`src/common/dbc_consts.svh`:
```
// timing counts and field positions for the bank command state logic
// Contract
// [RQ1] sample command each edge, use prior bank state; the device samples on the rising clock edge only
// [RQ2] decode commands from cs, ras, cas, we
// [RQ3] auto-precharge burst accepts only deselect or nop
// [RQ4] bank-local illegal commands may target other banks
// [RQ5] precharging returns idle after tRP; pre allowed
// [RQ6] activating reaches row active after tRCD
// [RQ7] write recovery: bank active after tWR; write restarts
// [RQ8] write recovery with auto-precharge precharges after tWR
// [RQ9] refresh: only deselect/nop, idle after tRC
// [RQ10] mode register set: only deselect/nop, idle after tMRD
// [RQ11] refresh and mode set need all banks idle
// [RQ12] burst interrupt only with burst length 8
// [RQ13] interrupt only same direction on 4-beat boundary
`ifndef DBC_CONSTS_SVH
`define DBC_CONSTS_SVH
`define DBC_CLK_PS 4000
`define DBC_TRP_PS 15000
`define DBC_TRCD_PS 15000
`define DBC_TWR_PS 15000
`define DBC_TRC_PS 60000
`define DBC_TMRD_CK 2
`define DBC_CYC(ps) (((ps) + `DBC_CLK_PS - 1) / `DBC_CLK_PS)
`define DBC_BL_SHORT 4
`define DBC_BL_LONG 8
`define DBC_BOUNDARY 4
`define DBC_A10_BIT 10
`endif

```
`src/common/dbc_pkg.sv`:
```
// command and bank state types for the bank command state logic
package dbc_pkg;
	typedef enum logic [2:0] {
		DBC_DSL, DBC_NOP, DBC_READ, DBC_WRIT, DBC_ACT, DBC_PRE, DBC_AREF, DBC_MRS
	} dbc_cmd_t;
	typedef enum logic [3:0] {
		DBC_IDLE, DBC_ACTIVATING, DBC_ACTIVE, DBC_READING, DBC_WRITING, DBC_READ_AP, DBC_WRITE_AP,
		DBC_PRECHARGING, DBC_WREC, DBC_WREC_AP, DBC_REFRESHING, DBC_MODE_ACC
	} dbc_bank_t;
	function automatic dbc_cmd_t dbc_decode(input logic csB, input logic rasB, input logic casB, input logic weB);
		dbc_cmd_t c;
		c = DBC_DSL;
		if (!csB) begin
			case ({rasB, casB, weB})
				3'h7: c = DBC_NOP;
				3'h5: c = DBC_READ;
				3'h4: c = DBC_WRIT;
				3'h3: c = DBC_ACT;
				3'h2: c = DBC_PRE;
				3'h1: c = DBC_AREF;
				default: c = DBC_MRS;
			endcase
		end
		return c;
	endfunction
endpackage

```
`src/common/dbc_if.sv`:
```
// command pins between controller and memory device
`timescale 1ns/100ps
`default_nettype none
interface dbc_if #(parameter int BANKS = 4, parameter int AW = 14);
	logic csB;
	logic rasB;
	logic casB;
	logic weB;
	logic [$clog2(BANKS)-1:0] ba;
	logic [AW-1:0] addr;
	modport ctrl (output csB, rasB, casB, weB, ba, addr);
	modport dev (input csB, rasB, casB, weB, ba, addr);
endinterface
`default_nettype wire

```
`src/verilog/dbc_device.sv`:
```
// memory device end: per-bank command acceptance state machines
`timescale 1ns/100ps
`default_nettype none
`include "dbc_consts.svh"
module dbc_device #(
	parameter int BANKS = 4,
	parameter int AW = 14,
	parameter int BURST_LEN = `DBC_BL_LONG,
	parameter int TRP_CK = `DBC_CYC(`DBC_TRP_PS),
	parameter int TRCD_CK = `DBC_CYC(`DBC_TRCD_PS),
	parameter int TWR_CK = `DBC_CYC(`DBC_TWR_PS),
	parameter int TRC_CK = `DBC_CYC(`DBC_TRC_PS),
	parameter int TMRD_CK = `DBC_TMRD_CK
) (
	input wire logic clock,
	input wire logic rst_b,
	dbc_if.dev cmdPins,
	output logic [4*BANKS-1:0] bankState,
	output logic illegalCmd,
	output logic burstInterrupt
);
	import dbc_pkg::*;
	localparam int CW = 8;
	dbc_cmd_t cmd;
	logic a10;
	dbc_bank_t st_r [BANKS];
	dbc_bank_t st_nxt [BANKS];
	logic [CW-1:0] cnt_r [BANKS];
	logic [CW-1:0] cnt_nxt [BANKS];
	logic [BANKS-1:0] bad;
	logic [BANKS-1:0] intr;
	logic allIdle;
	logic devBusy;
	logic illegal_r;
	logic illegal_nxt;
	logic intr_r;
	logic intr_nxt;

	assign cmd = dbc_decode(cmdPins.csB, cmdPins.rasB, cmdPins.casB, cmdPins.weB); // [RQ2]
	assign a10 = cmdPins.addr[`DBC_A10_BIT];

	always_comb begin
		allIdle = 1'b1;
		devBusy = 1'b0;
		for (int i = 0; i < BANKS; i++) begin
			if (st_r[i] != DBC_IDLE) allIdle = 1'b0;
			if (st_r[i] == DBC_REFRESHING || st_r[i] == DBC_MODE_ACC) devBusy = 1'b1;
		end
	end

	genvar g;
	generate
		for (g = 0; g < BANKS; g++) begin : gBank
			logic sel;
			logic quiet;
			logic [CW-1:0] left;
			assign sel = (cmdPins.ba == $clog2(BANKS)'(g));
			assign quiet = (cmd == DBC_DSL || cmd == DBC_NOP);
			assign left = cnt_r[g] - 8'h01;
			always_comb begin
				st_nxt[g] = st_r[g];
				cnt_nxt[g] = (cnt_r[g] != 8'h00) ? left : 8'h00;
				bad[g] = 1'b0;
				intr[g] = 1'b0;
				case (st_r[g]) // [RQ1]
					DBC_IDLE: begin
						if (cmd == DBC_AREF || cmd == DBC_MRS) begin
							if (!allIdle) bad[g] = 1'b1; // [RQ11]
							else begin
								st_nxt[g] = (cmd == DBC_AREF) ? DBC_REFRESHING : DBC_MODE_ACC;
								cnt_nxt[g] = (cmd == DBC_AREF) ? CW'(TRC_CK) : CW'(TMRD_CK);
							end
						end else if (cmd == DBC_ACT && sel) begin
							st_nxt[g] = DBC_ACTIVATING;
							cnt_nxt[g] = CW'(TRCD_CK);
						end else if (cmd == DBC_PRE && (sel || a10)) begin
							st_nxt[g] = DBC_PRECHARGING;
							cnt_nxt[g] = CW'(TRP_CK);
						end else if ((cmd == DBC_READ || cmd == DBC_WRIT) && sel) bad[g] = 1'b1;
					end
					DBC_ACTIVATING: begin
						if (!quiet && (sel || cmd == DBC_AREF || cmd == DBC_MRS)) bad[g] = 1'b1; // [RQ6] [RQ4]
						else if (cnt_r[g] <= 8'h01) st_nxt[g] = DBC_ACTIVE; // [RQ6]
					end
					DBC_ACTIVE, DBC_READING, DBC_WRITING: begin
						if (cmd == DBC_AREF || cmd == DBC_MRS) bad[g] = 1'b1;
						else if (cmd == DBC_PRE && (sel || a10)) begin
							if (st_r[g] == DBC_ACTIVE) begin
								st_nxt[g] = DBC_PRECHARGING;
								cnt_nxt[g] = CW'(TRP_CK);
							end else bad[g] = 1'b1;
						end else if ((cmd == DBC_READ || cmd == DBC_WRIT) && sel) begin
							if (st_r[g] != DBC_ACTIVE) begin
								intr[g] = 1'b1;
								// [RQ12] [RQ13]
								if (BURST_LEN != `DBC_BL_LONG || cnt_r[g] != CW'(`DBC_BOUNDARY / 2)
									|| (cmd == DBC_READ) != (st_r[g] == DBC_READING)) bad[g] = 1'b1;
							end
							if (!bad[g]) begin
								if (cmd == DBC_READ) st_nxt[g] = a10 ? DBC_READ_AP : DBC_READING;
								else st_nxt[g] = a10 ? DBC_WRITE_AP : DBC_WRITING;
								cnt_nxt[g] = CW'(BURST_LEN / 2);
							end
						end else if (cmd == DBC_ACT && sel) bad[g] = 1'b1;
						else if (cnt_r[g] <= 8'h01 && st_r[g] == DBC_READING) st_nxt[g] = DBC_ACTIVE;
						else if (cnt_r[g] <= 8'h01 && st_r[g] == DBC_WRITING) begin
							st_nxt[g] = DBC_WREC;
							cnt_nxt[g] = CW'(TWR_CK);
						end
					end
					DBC_READ_AP, DBC_WRITE_AP: begin
						if (!quiet && (sel || cmd == DBC_AREF || cmd == DBC_MRS || (cmd == DBC_PRE && a10)))
							bad[g] = 1'b1; // [RQ3]
						else if (cnt_r[g] <= 8'h01) begin // [RQ3]
							st_nxt[g] = (st_r[g] == DBC_READ_AP) ? DBC_PRECHARGING : DBC_WREC_AP;
							cnt_nxt[g] = (st_r[g] == DBC_READ_AP) ? CW'(TRP_CK) : CW'(TWR_CK);
						end
					end
					DBC_PRECHARGING: begin
						if (cmd == DBC_PRE && (sel || a10)) st_nxt[g] = st_r[g]; // [RQ5]
						else if (!quiet && (sel || cmd == DBC_AREF || cmd == DBC_MRS)) bad[g] = 1'b1; // [RQ5]
						if (cnt_r[g] <= 8'h01) st_nxt[g] = DBC_IDLE; // [RQ5]
					end
					DBC_WREC: begin
						if (cmd == DBC_WRIT && sel) begin // [RQ7]
							st_nxt[g] = a10 ? DBC_WRITE_AP : DBC_WRITING;
							cnt_nxt[g] = CW'(BURST_LEN / 2);
						end else if (!quiet && (sel || cmd == DBC_AREF || cmd == DBC_MRS || (cmd == DBC_PRE && a10)))
							bad[g] = 1'b1; // [RQ7]
						else if (cnt_r[g] <= 8'h01) st_nxt[g] = DBC_ACTIVE; // [RQ7]
					end
					DBC_WREC_AP: begin
						if (!quiet && (sel || cmd == DBC_AREF || cmd == DBC_MRS || (cmd == DBC_PRE && a10)))
							bad[g] = 1'b1; // [RQ8]
						else if (cnt_r[g] <= 8'h01) begin // [RQ8]
							st_nxt[g] = DBC_PRECHARGING;
							cnt_nxt[g] = CW'(TRP_CK);
						end
					end
					DBC_REFRESHING, DBC_MODE_ACC: begin
						if (!quiet) bad[g] = 1'b1; // [RQ9] [RQ10]
						if (cnt_r[g] <= 8'h01) st_nxt[g] = DBC_IDLE; // [RQ9] [RQ10]
					end
					default: st_nxt[g] = DBC_IDLE;
				endcase
			end
			always_ff @(posedge clock or negedge rst_b) begin
				if (!rst_b) begin
					st_r[g] <= DBC_IDLE;
					cnt_r[g] <= 8'h00;
				end else begin
					st_r[g] <= st_nxt[g];
					cnt_r[g] <= cnt_nxt[g];
				end
			end
			assign bankState[4*g +: 4] = st_r[g];
		end
	endgenerate

	always_comb begin
		illegal_nxt = (|bad) || (devBusy && cmd != DBC_DSL && cmd != DBC_NOP);
		intr_nxt = (|intr) && !(|bad);
	end

	always_ff @(posedge clock or negedge rst_b) begin
		if (!rst_b) begin
			illegal_r <= 1'b0;
			intr_r <= 1'b0;
		end else begin
			illegal_r <= illegal_nxt;
			intr_r <= intr_nxt;
		end
	end

	assign illegalCmd = illegal_r;
	assign burstInterrupt = intr_r;
endmodule
`default_nettype wire
```
`src/flat_wrapper.sv`:
```
// flat-port wrapper written by rule: the top's interface ports become plain ports
module dbc_device_flat import dbc_pkg::*;
#(
	parameter int BANKS = 4,
	parameter int AW = 14,
	parameter int BURST_LEN = `DBC_BL_LONG,
	parameter int TRP_CK = `DBC_CYC(`DBC_TRP_PS),
	parameter int TRCD_CK = `DBC_CYC(`DBC_TRCD_PS),
	parameter int TWR_CK = `DBC_CYC(`DBC_TWR_PS),
	parameter int TRC_CK = `DBC_CYC(`DBC_TRC_PS),
	parameter int TMRD_CK = `DBC_TMRD_CK
)
  (clock, rst_b, bankState, illegalCmd, burstInterrupt, cmdPins_csB, cmdPins_rasB, cmdPins_casB, cmdPins_weB, cmdPins_ba, cmdPins_addr);
  dbc_if #(.BANKS(BANKS), .AW(AW)) cmdPins_i ();
  input wire logic clock;
  input wire logic rst_b;
  output logic [4*BANKS-1:0] bankState;
  output logic illegalCmd;
  output logic burstInterrupt;
  input wire logic [$bits(cmdPins_i.csB)-1:0] cmdPins_csB;
  input wire logic [$bits(cmdPins_i.rasB)-1:0] cmdPins_rasB;
  input wire logic [$bits(cmdPins_i.casB)-1:0] cmdPins_casB;
  input wire logic [$bits(cmdPins_i.weB)-1:0] cmdPins_weB;
  input wire logic [$bits(cmdPins_i.ba)-1:0] cmdPins_ba;
  input wire logic [$bits(cmdPins_i.addr)-1:0] cmdPins_addr;
  assign cmdPins_i.csB = cmdPins_csB;
  assign cmdPins_i.rasB = cmdPins_rasB;
  assign cmdPins_i.casB = cmdPins_casB;
  assign cmdPins_i.weB = cmdPins_weB;
  assign cmdPins_i.ba = cmdPins_ba;
  assign cmdPins_i.addr = cmdPins_addr;
  dbc_device #(.BANKS(BANKS), .AW(AW), .BURST_LEN(BURST_LEN), .TRP_CK(TRP_CK), .TRCD_CK(TRCD_CK), .TWR_CK(TWR_CK), .TRC_CK(TRC_CK), .TMRD_CK(TMRD_CK)) u_core (.clock(clock), .rst_b(rst_b), .cmdPins(cmdPins_i), .bankState(bankState), .illegalCmd(illegalCmd), .burstInterrupt(burstInterrupt));
endmodule
```
`config.mk`:
```
export PLATFORM = sky130hd
export DESIGN_NAME = dbc_device_flat
export DESIGN_NICKNAME = d
export VERILOG_FILES = /design/src/common/dbc_pkg.sv /design/src/common/dbc_if.sv /design/src/verilog/dbc_device.sv /design/src/flat_wrapper.sv
export VERILOG_INCLUDE_DIRS = /design/src /design/src/common
export SDC_FILE = /design/constraint.sdc
export NUM_CORES = 1
export LEC_CHECK = 0
export ABC_AREA = 1
export BUFFER_PORTS_ARGS = -buffer_cell sky130_fd_sc_hd__buf_2
export CELL_PAD_IN_SITES_DETAIL_PLACEMENT = 0
export CELL_PAD_IN_SITES_GLOBAL_PLACEMENT = 1
export CORE_MARGIN = 2
export CORE_UTILIZATION = 46
export DETAILED_ROUTE_END_ITERATION = 10
export PLACE_DENSITY_LB_ADDON = 0.1
export SYNTH_ARGS = -nofsm -noshare
export SYNTH_HDL_FRONTEND = slang
export SYNTH_SLANG_ARGS = --single-unit
```
`constraint.sdc`:
```
create_clock -name clock -period 5.07 [get_ports clock]
set_input_delay 1.014 -clock clock [delete_from_list [all_inputs] [get_ports clock]]
set_output_delay 1.014 -clock clock [all_outputs]
set_load 0.01 [all_outputs]
```
==> flow_summary.ini, run 1 <==
[grt]
grt_pass1_wl_mm = 27.2
grt_pass1_vias = 5696
grt.total_usage = 0.262
grt_antenna_before_repair = 0
grt_max_degree = 51
globalRouteOverflowTotal = 0

[critical_path]
arrival_ns = 3.01
crit_fanout = 18
cp-end-kind = flip-flop
cp.required_ns = 5.29
cpPeakStageDelay_ns = 0.40
crit_path_top_delay_cell = nand3_2
crit_family = simple AND/OR/NAND/NOR gates
r2r_setup_slack_ns = 2.49
path_buf_inv = 2
cp_common_cell = nand2_1
path_class = in -> reg
worstPathCellList = buf_2 > inv_2 > nand2_2 > nand2_4 > nand3_2 > nand2_1 > nand2_1 > nand2_1 > nor2_1 > nor2_1 > nor3_2 > nand2_2 > nand2_1 > o21ai_1
start_kind = input pin

[placement]
hpwl_mm = 12.8
gp_congestion = 0.993
io_buffers = 26
place_area_um2 = 5730

[sta]
maxSlewHeadroom = 0.354
setup_tns_ns = 0
period_minus_slack_ns = 2.78
hold_slack_ns = 0.545
worstMarginPinSlew_ns = 0.959
fin_crit_sh = 0.549
setup_viol = 0
fin_skew_ns = 0.00535
max_freq_ghz = 0.359
rsz0062_at_grt = no
finalHoldViolCount = 0
drv_slew = 0

[power_and_ir_drop]
swShare = 0.553
power.internal_mw = 1.67
clkPwrFrac = 0.094
p_leak_nw = 3.35
pwr_density_cell_nw_per_um2 = 636
p_sw_mw = 2.07
seqPwrFrac = 0.204
vdd_drop_max_uv = 291
power.share.combinational = 0.702

[cts]
cts_resized = 0
clock_path_buffers = 2
cts_tree = yes
htree_levels = 2
clock-root-buffer = clkbuf_16
cts_hold_buf = 0
cts_setup_buffers = 0
clkSlewWorstSetupHoldPaths_ns = 0.07
clock_latency_ns = 0.30
cts_made_buffers = 5
numClockSinks = 50

[synthesis]
synth_ff_type = dfrtp_1
synthArstFlopShare = 1.00
syn_inst = 941
syn_area_um2 = 5450
synth_edf_count = 0
syn-num-nets = 978
synthDistinctLibCells = 43
ys_seq_area_frac = 0.230
syn_area_per_cell_um2 = 5.79
yosys_warnings = 0
ys_ff_latch = 50

[die]
io-pin-count = 40
die_area_um2 = 12700
dieWidth_um = 113
core_area_um2 = 11500
start_util = 0.475
rows = 39
die_y_um = 113

[status]
run_status = finished, final reports clean

[routing]
wire_per_inst_um = 14.8
routed_via_density = 5.48
first_iter_violations = 375
drc = 0
wl_mm = 16.4
firstDrtPassIters = 5
postRouteAntennaNets = 0
vias = 6102

[final_layout]
area_growth_pct = 7.95
drive_gt1_frac = 0.0937
n_antenna_cell = 0
fin_area_um2 = 5880
layout.nets = 1007

[min_path]
hold_path.class = reg -> reg

[job]
drv_cap = 0
==> sequential cells by signal (all words and copies together) (netlist names) <==
register	count
u_core.bankState	16
u_core.burstInterrupt	1
u_core.cnt_r	32
u_core.illegalCmd	1
==> routing by layer <==
layer / wire [µm] / up-vias / part of all wire / GRT usage
met4: 422 / 0 / 0.026 / 0.0854
met5: 0 / - / 0 / 0
met2: 7390 / 237 / 0.45 / 0.421
li1: - / 3079 / - / -
met3: 1080 / 46 / 0.066 / 0.0359
met1: 7540 / 2740 / 0.46 / 0.367
==> cells in the mapped netlist (3+ instances only) <==
cell type / count / share of area
nor3_2: 4 / 0.0073
o21ai_0: 51 / 0.047
nand3_2: 5 / 0.0092
o211ai_1: 7 / 0.0096
nor2_4: 4 / 0.0083
nand2_2: 9 / 0.010
a21oi_1: 39 / 0.036
nor2_1: 141 / 0.097
o2111ai_1: 3 / 0.0048
a31oi_1: 3 / 0.0034
buf_2: 4 / 0.0037
nand2_4: 5 / 0.010
inv_2: 8 / 0.0055
nand2_1: 273 / 0.19
a21o_1: 3 / 0.0041
ha_1: 15 / 0.034
xor2_1: 6 / 0.0096
nand3_1: 78 / 0.072
nor3_1: 9 / 0.0083
nand4_1: 21 / 0.024
or2_2: 6 / 0.0069
o21ai_1: 19 / 0.017
dfrtp_1: 50 / 0.23
inv_1: 142 / 0.098
nor2_2: 9 / 0.010
==> path summary, 6_finish.rpt <==
| path | from | end | cells after the start |
|---|---|---|---|
| max reg2reg | u_core.bankState[5] | u_core.cnt_r[19] | 10 |
| max in group asynchronous | rst_b | u_core.cnt_r[26] | 2 |
| max | cmdPins_weB | u_core.bankState[7] | 14 |
| min in group asynchronous | rst_b | u_core.cnt_r[13] | 2 |
| min reg2reg | u_core.bankState[6] | u_core.bankState[6] | 2 |
| min | u_core.bankState[6] | u_core.bankState[6] | 2 |
==> through the flow <==
step / instances / utilization / worst slack, ns / total power [mW]
floorplan: 941 / - / 2.68 / 2.75
global placement: 1106 / 0.500 / 2.02 / 3.32
detailed placement: 1106 / 0.500 / 2.02 / 3.36
CTS: 1114 / 0.513 / 2.33 / 3.74
global route: 1114 / 0.513 / 2.08 / 4.18
finish: 1114 / 0.513 / 2.29 / 3.74
==> layout make-up <==
cell class,count,area (µm²)
inverter,150,563
fill,1218,5590
clock buffer,7,143
clock inverter,1,5.00
timing repair buffer,27,138
multi-input combinational,736,3600
tap,143,179
sequential,50,1250
==> cells in the final DEF (no fill, tap or decap), types with 4 or more instances in the layout <==
cell type	n
nand2_1	273
nor2_1	141
o21ai_1	19
buf_2	26
o211ai_1	7
nor2_2	9
nand3_1	78
inv_2	8
nand2_4	5
nand4_1	21
or2_2	6
nor3_2	4
nand2_2	9
inv_1	142
a21oi_1	39
nand3_2	5
clkbuf_16	5
o21ai_0	51
dfrtp_1	50
nor3_1	9
xor2_1	6
nor2_4	4
ha_1	15
==> worst min-delay path: cells and delay by family (launching register included) <==
kind	cells	cell delay, ns
AO/OA/AOI/OAI	1	0.06
flip-flops	1	0.38
AND/OR/NAND/NOR	1	0.06
==> cell families after synthesis <==
kind of cell / Yosys count / share of synthesized area
compound gates: 138 / 0.141
xor+xnor: 8 / 0.0129
fa+ha+maj: 15 / 0.0345
buf+inv: 155 / 0.109
flops: 50 / 0.230
simple gates: 575 / 0.472
==> power by group through the flow <==
stage               Combinational, mW  Clock [mW]  Sequential [mW]
finish                           2.63       0.353            0.761
global route                     3.01       0.379            0.795
CTS                              2.61       0.367            0.762
detailed placement               2.59           0            0.767
global placement                 2.56           0            0.762
floorplan                        2.00           0            0.759
Note: power is estimated with default switching activity, not from simulation.
==> inputs of run 2 (changes only) <==
--- a/config.mk
+++ b/config.mk
@@ -6,7 +6,7 @@
 export SDC_FILE = /design/constraint.sdc
 export NUM_CORES = 1
 export LEC_CHECK = 0
-export ABC_AREA = 1
+export ABC_AREA = 0
 export BUFFER_PORTS_ARGS = -buffer_cell sky130_fd_sc_hd__buf_2
 export CELL_PAD_IN_SITES_DETAIL_PLACEMENT = 0
 export CELL_PAD_IN_SITES_GLOBAL_PLACEMENT = 1
==> constraint.sdc (replaced) <==
create_clock -name clock -period 2.78 [get_ports clock]
set_input_delay 0.556 -clock clock [delete_from_list [all_inputs] [get_ports clock]]
set_output_delay 0.556 -clock clock [all_outputs]
set_load 0.01 [all_outputs]
==> run 2 against run 1 <==
Register-to-register slack worse by 2.4 ns; critical path depth is 6 lower; sequential share of layout area is 4.6 points lower; clock-buffer cell count is 2 lower; final area is 28% higher; largest power group unchanged; highest routed layer unchanged.
==> flow_summary.ini, run 2 <==
[routing]
first_iter_violations = 750
vias = 6969
wire_per_inst_um = 19.4
firstDrtPassIters = 6
drc = 0
postRouteAntennaNets = 0
wl_mm = 21.7
routed_via_density = 6.23

[cts]
cts_made_buffers = 5
clkSlewWorstSetupHoldPaths_ns = 0.07
numClockSinks = 50
clock-root-buffer = clkbuf_16
clock_path_buffers = 2
htree_levels = 2
clock_latency_ns = 0.31
cts_tree = yes

[synthesis]
synth.most_common_cell = nand2_1
synthDistinctLibCells = 92
netlist.area_leader.share = 0.214
yosys-top-cells-area = dfrtp_1 21%, a21oi_1 6.0%, nand2_1 4.9%
yosysTopAreaCell = dfrtp_1
syn-num-nets = 833
synth_ff_type = dfrtp_1
synth_edf_count = 0
syn_area_um2 = 5850
yosys_warnings = 0
syn_inst = 796
synthTopCellsByCount = 77 x nand2_1, 76 x nor2_1, 70 x a21oi_1, 56 x o21ai_0, 50 x dfrtp_1
syn_area_per_cell_um2 = 7.35
ys_seq_area_frac = 0.214
synthArstFlopShare = 1.00
ys_ff_latch = 50

[power_and_ir_drop]
p_leak_nw = 3.15
swShare = 0.499
clkPwrFrac = 0.085
power.internal_mw = 4.37
power.share.combinational = 0.750
pwr_density_cell_nw_per_um2 = 1160
vdd_drop_max_uv = 620
p_sw_mw = 4.35
seqPwrFrac = 0.165

[grt]
grt_pass1_vias = 6442
grt_max_degree = 51
globalRouteOverflowTotal = 0
grt_antenna_before_repair = 0
grt.total_usage = 0.316
grt_pass1_wl_mm = 33.8

[final_layout]
seq_area_um2 = 1250
final_cell_mix = 165 x buf_4, 77 x nand2_1, 76 x nor2_1, 69 x a21oi_1, 56 x o21ai_0
final_cells = 1119
drive_gt1_frac = 0.265
fin_area_um2 = 7520
final_common_cell = buf_4
n_antenna_cell = 0
area_growth_pct = 28.6
largest_register_ffs = 32
top_register = u_core.cnt_r
fillers = 1155
final_util = 0.601
multiInputGateArea_um2 = 4420
layout.nets = 983

[sta]
setup_viol = 0
worstMarginPinSlew_ns = 0.699
max_freq_ghz = 0.374
fin_crit_sh = 0.962
hold_slack_ns = 0.224
period_minus_slack_ns = 2.67
finalHoldViolCount = 0
fin_skew_ns = 0.00356
maxSlewHeadroom = 0.531
drv_slew = 0
rsz0062_at_grt = yes
setup_tns_ns = 0

[die]
rows = 41
io-pin-count = 40
die_y_um = 117
dieWidth_um = 117
die_area_um2 = 13600
start_util = 0.467
core_area_um2 = 12500

[placement]
place_area_um2 = 7210
dp.cells = 1106
hpwl_mm = 16.8
gp_congestion = 1.00
io_buffers = 26

[critical_path]
crit_end = u_core.cnt_r[5]
crit_fanout = 4
crit_start = u_core.cnt_r[7]
cpPeakStageDelay_ns = 0.55
r2r_setup_slack_ns = 0.11
cp_common_cell = or3_4
crit_cells = 8
timing.rr.start = u_core.cnt_r[7]
r2r-end = u_core.cnt_r[5]
path_class = reg -> reg
crit_family = simple AND/OR/NAND/NOR gates
worstPathCellList = or4_4 > or3_4 > a211oi_4 > buf_6 > a21oi_2 > or3_4 > nor3_4 > nor3_1
path_buf_inv = 1
start_kind = flip-flop
cp.required_ns = 2.96
crit_path_top_delay_cell = or4_4
reg2reg_depth = 8
cp-end-kind = flip-flop
arrival_ns = 2.86

[job]
drv_cap = 0

[min_path]
hold_path.class = in -> async

[status]
run_status = finished, final reports clean
==> run 2: power groups by stage <==
stage / clock, mW / combinational, mW / sequential, mW
6_report: 0.744 / 6.54 / 1.44
3_5_place_dp: 0 / 6.26 / 1.43
5_1_grt: 0.776 / 7.20 / 1.49
4_1_cts: 0.755 / 6.35 / 1.42
3_3_place_gp: 0 / 6.17 / 1.40
2_1_floorplan: 0 / 4.26 / 1.38
==> run 2: stage by stage <==
step,total power [mW],setup slack (ns)
3_3_place_gp,7.57,-0.409
2_1_floorplan,5.65,0.0920
4_1_cts,8.53,0.0104
6_report,8.73,0.105
3_5_place_dp,7.69,-0.456
5_1_grt,9.46,-0.0243
==> run 2: per-layer routing <==
metal / vias to the layer above / part of all wire / GRT usage / routed length (µm)
li1: 3306 / - / - / -
met3: 55 / 0.060 / 0.0431 / 1290
met5: - / 0 / 0 / 0
met2: 289 / 0.47 / 0.517 / 10200
met4: 0 / 0.035 / 0.115 / 755
met1: 3319 / 0.44 / 0.427 / 9440
==> run 2: layout make-up <==
type                            count  area share
Multi-Input combinational cell    679       0.588
Timing Repair Buffer              193       0.186
Sequential cell                    50       0.166
Tap cell                          172      0.0286
Clock buffer                        5      0.0166
Inverter                           17     0.00849
Clock inverter                      3     0.00582
==> run 2: worst min-delay path by stage <==
stage	startpoint	endpoint	slack, ns	depth (start not counted)
finish	rst_b	u_core.cnt_r[20]	0.22	2
CTS	rst_b	u_core.cnt_r[20]	0.24	2
floorplan	rst_b	u_core.bankState[0]	0.26	0
global placement	u_core.cnt_r[0]	u_core.cnt_r[0]	0.51	1
global route	rst_b	u_core.cnt_r[21]	0.25	2
detailed placement	u_core.cnt_r[0]	u_core.cnt_r[0]	0.52	1
==> run 2: timing repair <==
item                       CTS  global route
gates resized for setup      3            15
setup endpoints to repair    4            31
pin swaps                    2             6
hold buffers                 0             0
buffers inserted             1             4
==> run 2: cells by family (layout without fill, tap and decap cells) <==
family / after synthesis / after routing / synth area share
and+or+nand+nor: 344 / 344 / 0.328
xor gates and xnor gates: 29 / 29 / 0.0434
muxes: 6 / 6 / 0.0107
DFF: 50 / 50 / 0.214
AOI/OAI and AO/OA: 285 / 285 / 0.325
buffers and inverters: 67 / 218 / 0.0464
adders and majority gates: 15 / 15 / 0.0321
==> run 2: worst register-to-register path: stages, from the launching register on <==
cell and delay (ns):
dfrtp_1 0.38, or4_4 0.55, or3_4 0.41, a211oi_4 0.25
buf_6 0.15, a21oi_2 0.04, or3_4 0.42, nor3_4 0.25
nor3_1 0.10
==> inputs of run 3 (changes only) <==
--- a/config.mk
+++ b/config.mk
@@ -7,12 +7,12 @@
 export NUM_CORES = 1
 export LEC_CHECK = 0
 export ABC_AREA = 0
-export BUFFER_PORTS_ARGS = -buffer_cell sky130_fd_sc_hd__buf_2
 export CELL_PAD_IN_SITES_DETAIL_PLACEMENT = 0
 export CELL_PAD_IN_SITES_GLOBAL_PLACEMENT = 1
 export CORE_MARGIN = 2
-export CORE_UTILIZATION = 46
+export CORE_UTILIZATION = 49
 export DETAILED_ROUTE_END_ITERATION = 10
+export DONT_BUFFER_PORTS = 1
 export PLACE_DENSITY_LB_ADDON = 0.1
 export SYNTH_ARGS = -nofsm -noshare
 export SYNTH_HDL_FRONTEND = slang
==> constraint.sdc (replaced) <==
create_clock -name clock -period 2.78 [get_ports clock]
set_input_delay 0.556 -clock clock [delete_from_list [all_inputs] [get_ports clock]]
set_output_delay 0.556 -clock clock [all_outputs]
set_load 0.1 [all_outputs]
==> run 3 against run 2 <==
First-iteration DRC count decreased by 6.4%; critical endpoint is now u_core.cnt_r[0]; hold slack got worse by 0.13 ns; highest routed layer unchanged; sequential power increased by 22%; register-to-register slack about the same.
==> flow_summary.ini, run 3 (synthesis results as in run 2) <==
[status]
run_status = finished, final reports clean

[final_layout]
top_register = u_core.cnt_r
drive_gt1_frac = 0.197
largest_register_ffs = 32
final_cells = 995
final_util = 0.596
final_cell_mix = 96 x buf_4, 77 x nand2_1, 76 x nor2_1, 70 x a21oi_1, 56 x o21ai_0
layout.nets = 888
final_common_cell = buf_4
area_growth_pct = 17.4
fillers = 1075
n_antenna_cell = 0

[grt]
grt_pass1_wl_mm = 33.0
grt_antenna_before_repair = 0
grt_pass1_vias = 6242
grt.total_usage = 0.323
globalRouteOverflowTotal = 0
grt_max_degree = 51

[critical_path]
arrival_ns = 2.85
start_kind = flip-flop
r2r_setup_slack_ns = 0.11
cp.required_ns = 2.96
crit_fanout = 3
crit_path_top_delay_cell = or4_1
timing.rr.start = u_core.cnt_r[7]
cpPeakStageDelay_ns = 0.55
crit_family = simple AND/OR/NAND/NOR gates
cp_common_cell = or3_4
path_class = reg -> reg
worstPathCellList = or4_1 > or3_4 > a211oi_4 > buf_6 > a21oi_2 > or3_4 > nor3_2 > o31ai_1
r2r-end = u_core.cnt_r[0]
reg2reg_depth = 8
path_buf_inv = 1
cp-end-kind = flip-flop
crit_start = u_core.cnt_r[7]

[cts]
cts_tree = yes
cts_made_buffers = 5
htree_levels = 2
numClockSinks = 50
clock-root-buffer = clkbuf_16
clock_latency_ns = 0.31
clkSlewWorstSetupHoldPaths_ns = 0.07
clock_path_buffers = 2

[sta]
setup_tns_ns = 0
rsz0062_at_grt = yes
period_minus_slack_ns = 2.67
finalHoldViolCount = 0
worstMarginPinSlew_ns = 0.876
setup_viol = 0
fin_skew_ns = 0.00959
maxSlewHeadroom = 0.417
drv_slew = 0
max_freq_ghz = 0.375
fin_crit_sh = 0.960

[power_and_ir_drop]
power.share.combinational = 0.736
power.internal_mw = 4.14
vdd_drop_max_uv = 773
swShare = 0.550
p_leak_nw = 2.70
seqPwrFrac = 0.191
pwr_density_cell_nw_per_um2 = 1340
p_sw_mw = 5.06
clkPwrFrac = 0.074

[die]
die_area_um2 = 12800
rows = 39
core_area_um2 = 11500
io-pin-count = 40
start_util = 0.508
dieWidth_um = 113
die_y_um = 113

[routing]
firstDrtPassIters = 6
routed_via_density = 6.71
postRouteAntennaNets = 0
drc = 0
wire_per_inst_um = 20.7
first_iter_violations = 702
wl_mm = 20.6
vias = 6677

[job]
drv_cap = 0

[placement]
gp_congestion = 1.02
hpwl_mm = 15.7
dp.cells = 984
io_buffers = 0

[min_path]
hold_path.class = in -> async
run 3: changes by cell type in the layout (fill, tap and decap cells not counted), moves of 3 or more:
cell,before,now
dfrtp_4,0,4
buf_4,165,96
dfrtp_1,50,34
dfrtp_2,0,12
buf_2,26,0
nor4_4,1,4
nor4_2,6,3
run 3: area by class of cell:
type	instances	area, µm²	share of cell area
repair buffers	98	759	0.111
flip-flops and latches	50	1280	0.187
clock buffers	7	153	0.0222
multi-input cells	679	4420	0.644
inverters	17	63.8	0.00930
well taps	143	179	0.0261
clock inverters	1	8.76	0.00128
run 3: stage by stage:
step                cell area, µm²  power [mW]  setup slack [ns]  hold slack (ns)
global route                  6860        9.91          -0.00787           0.0980
finish                        6860        9.20             0.110           0.0918
CTS                           6790        9.01            0.0260           0.0970
floorplan                     5920        6.53            0.0160            0.260
global placement              6600        8.15           -0.0105            0.261
detailed placement            6600        8.27           -0.0719            0.262
run 3: power by group through the flow:
stage	Clock (mW)	Sequential [mW]	Combinational [mW]
final	0.679	1.75	6.77
after global routing	0.723	1.81	7.37
after CTS	0.703	1.73	6.58
after detailed placement	0	1.75	6.53
after global placement	0	1.72	6.44
after floorplan	0	2.23	4.30
run 3: how the worst max path moves through the flow:
| stage | to | slack (ns) | depth (start not counted) |
|---|---|---|---|
| 6_report | u_core.cnt_r[0] | 0.11 | 8 |
| 5_1_grt | u_core.cnt_r[7] | -0.008 | 9 |
| 4_1_cts | u_core.bankState[14] | 0.03 | 8 |
| 3_5_place_dp | u_core.illegalCmd | -0.07 | 8 |
| 3_3_place_gp | u_core.burstInterrupt | -0.01 | 8 |
| 2_1_floorplan | u_core.bankState[12] | 0.02 | 8 |
run 3: repair_timing:
item / in CTS / in global routing
gates resized for setup: 0 / 11
setup buffers: 0 / 2
hold buffers: 1 / 0
endpoints found under the hold margin: 50 / 0
setup endpoints to repair: 0 / 24
run 3: routing by layer:
layer / part of all wire / vias up / GRT usage
met1: 0.44 / 3188 / 0.439
met3: 0.077 / 58 / 0.0546
met4: 0.034 / 0 / 0.112
li1: - / 3116 / -
met5: 0 / - / 0
met2: 0.45 / 315 / 0.521
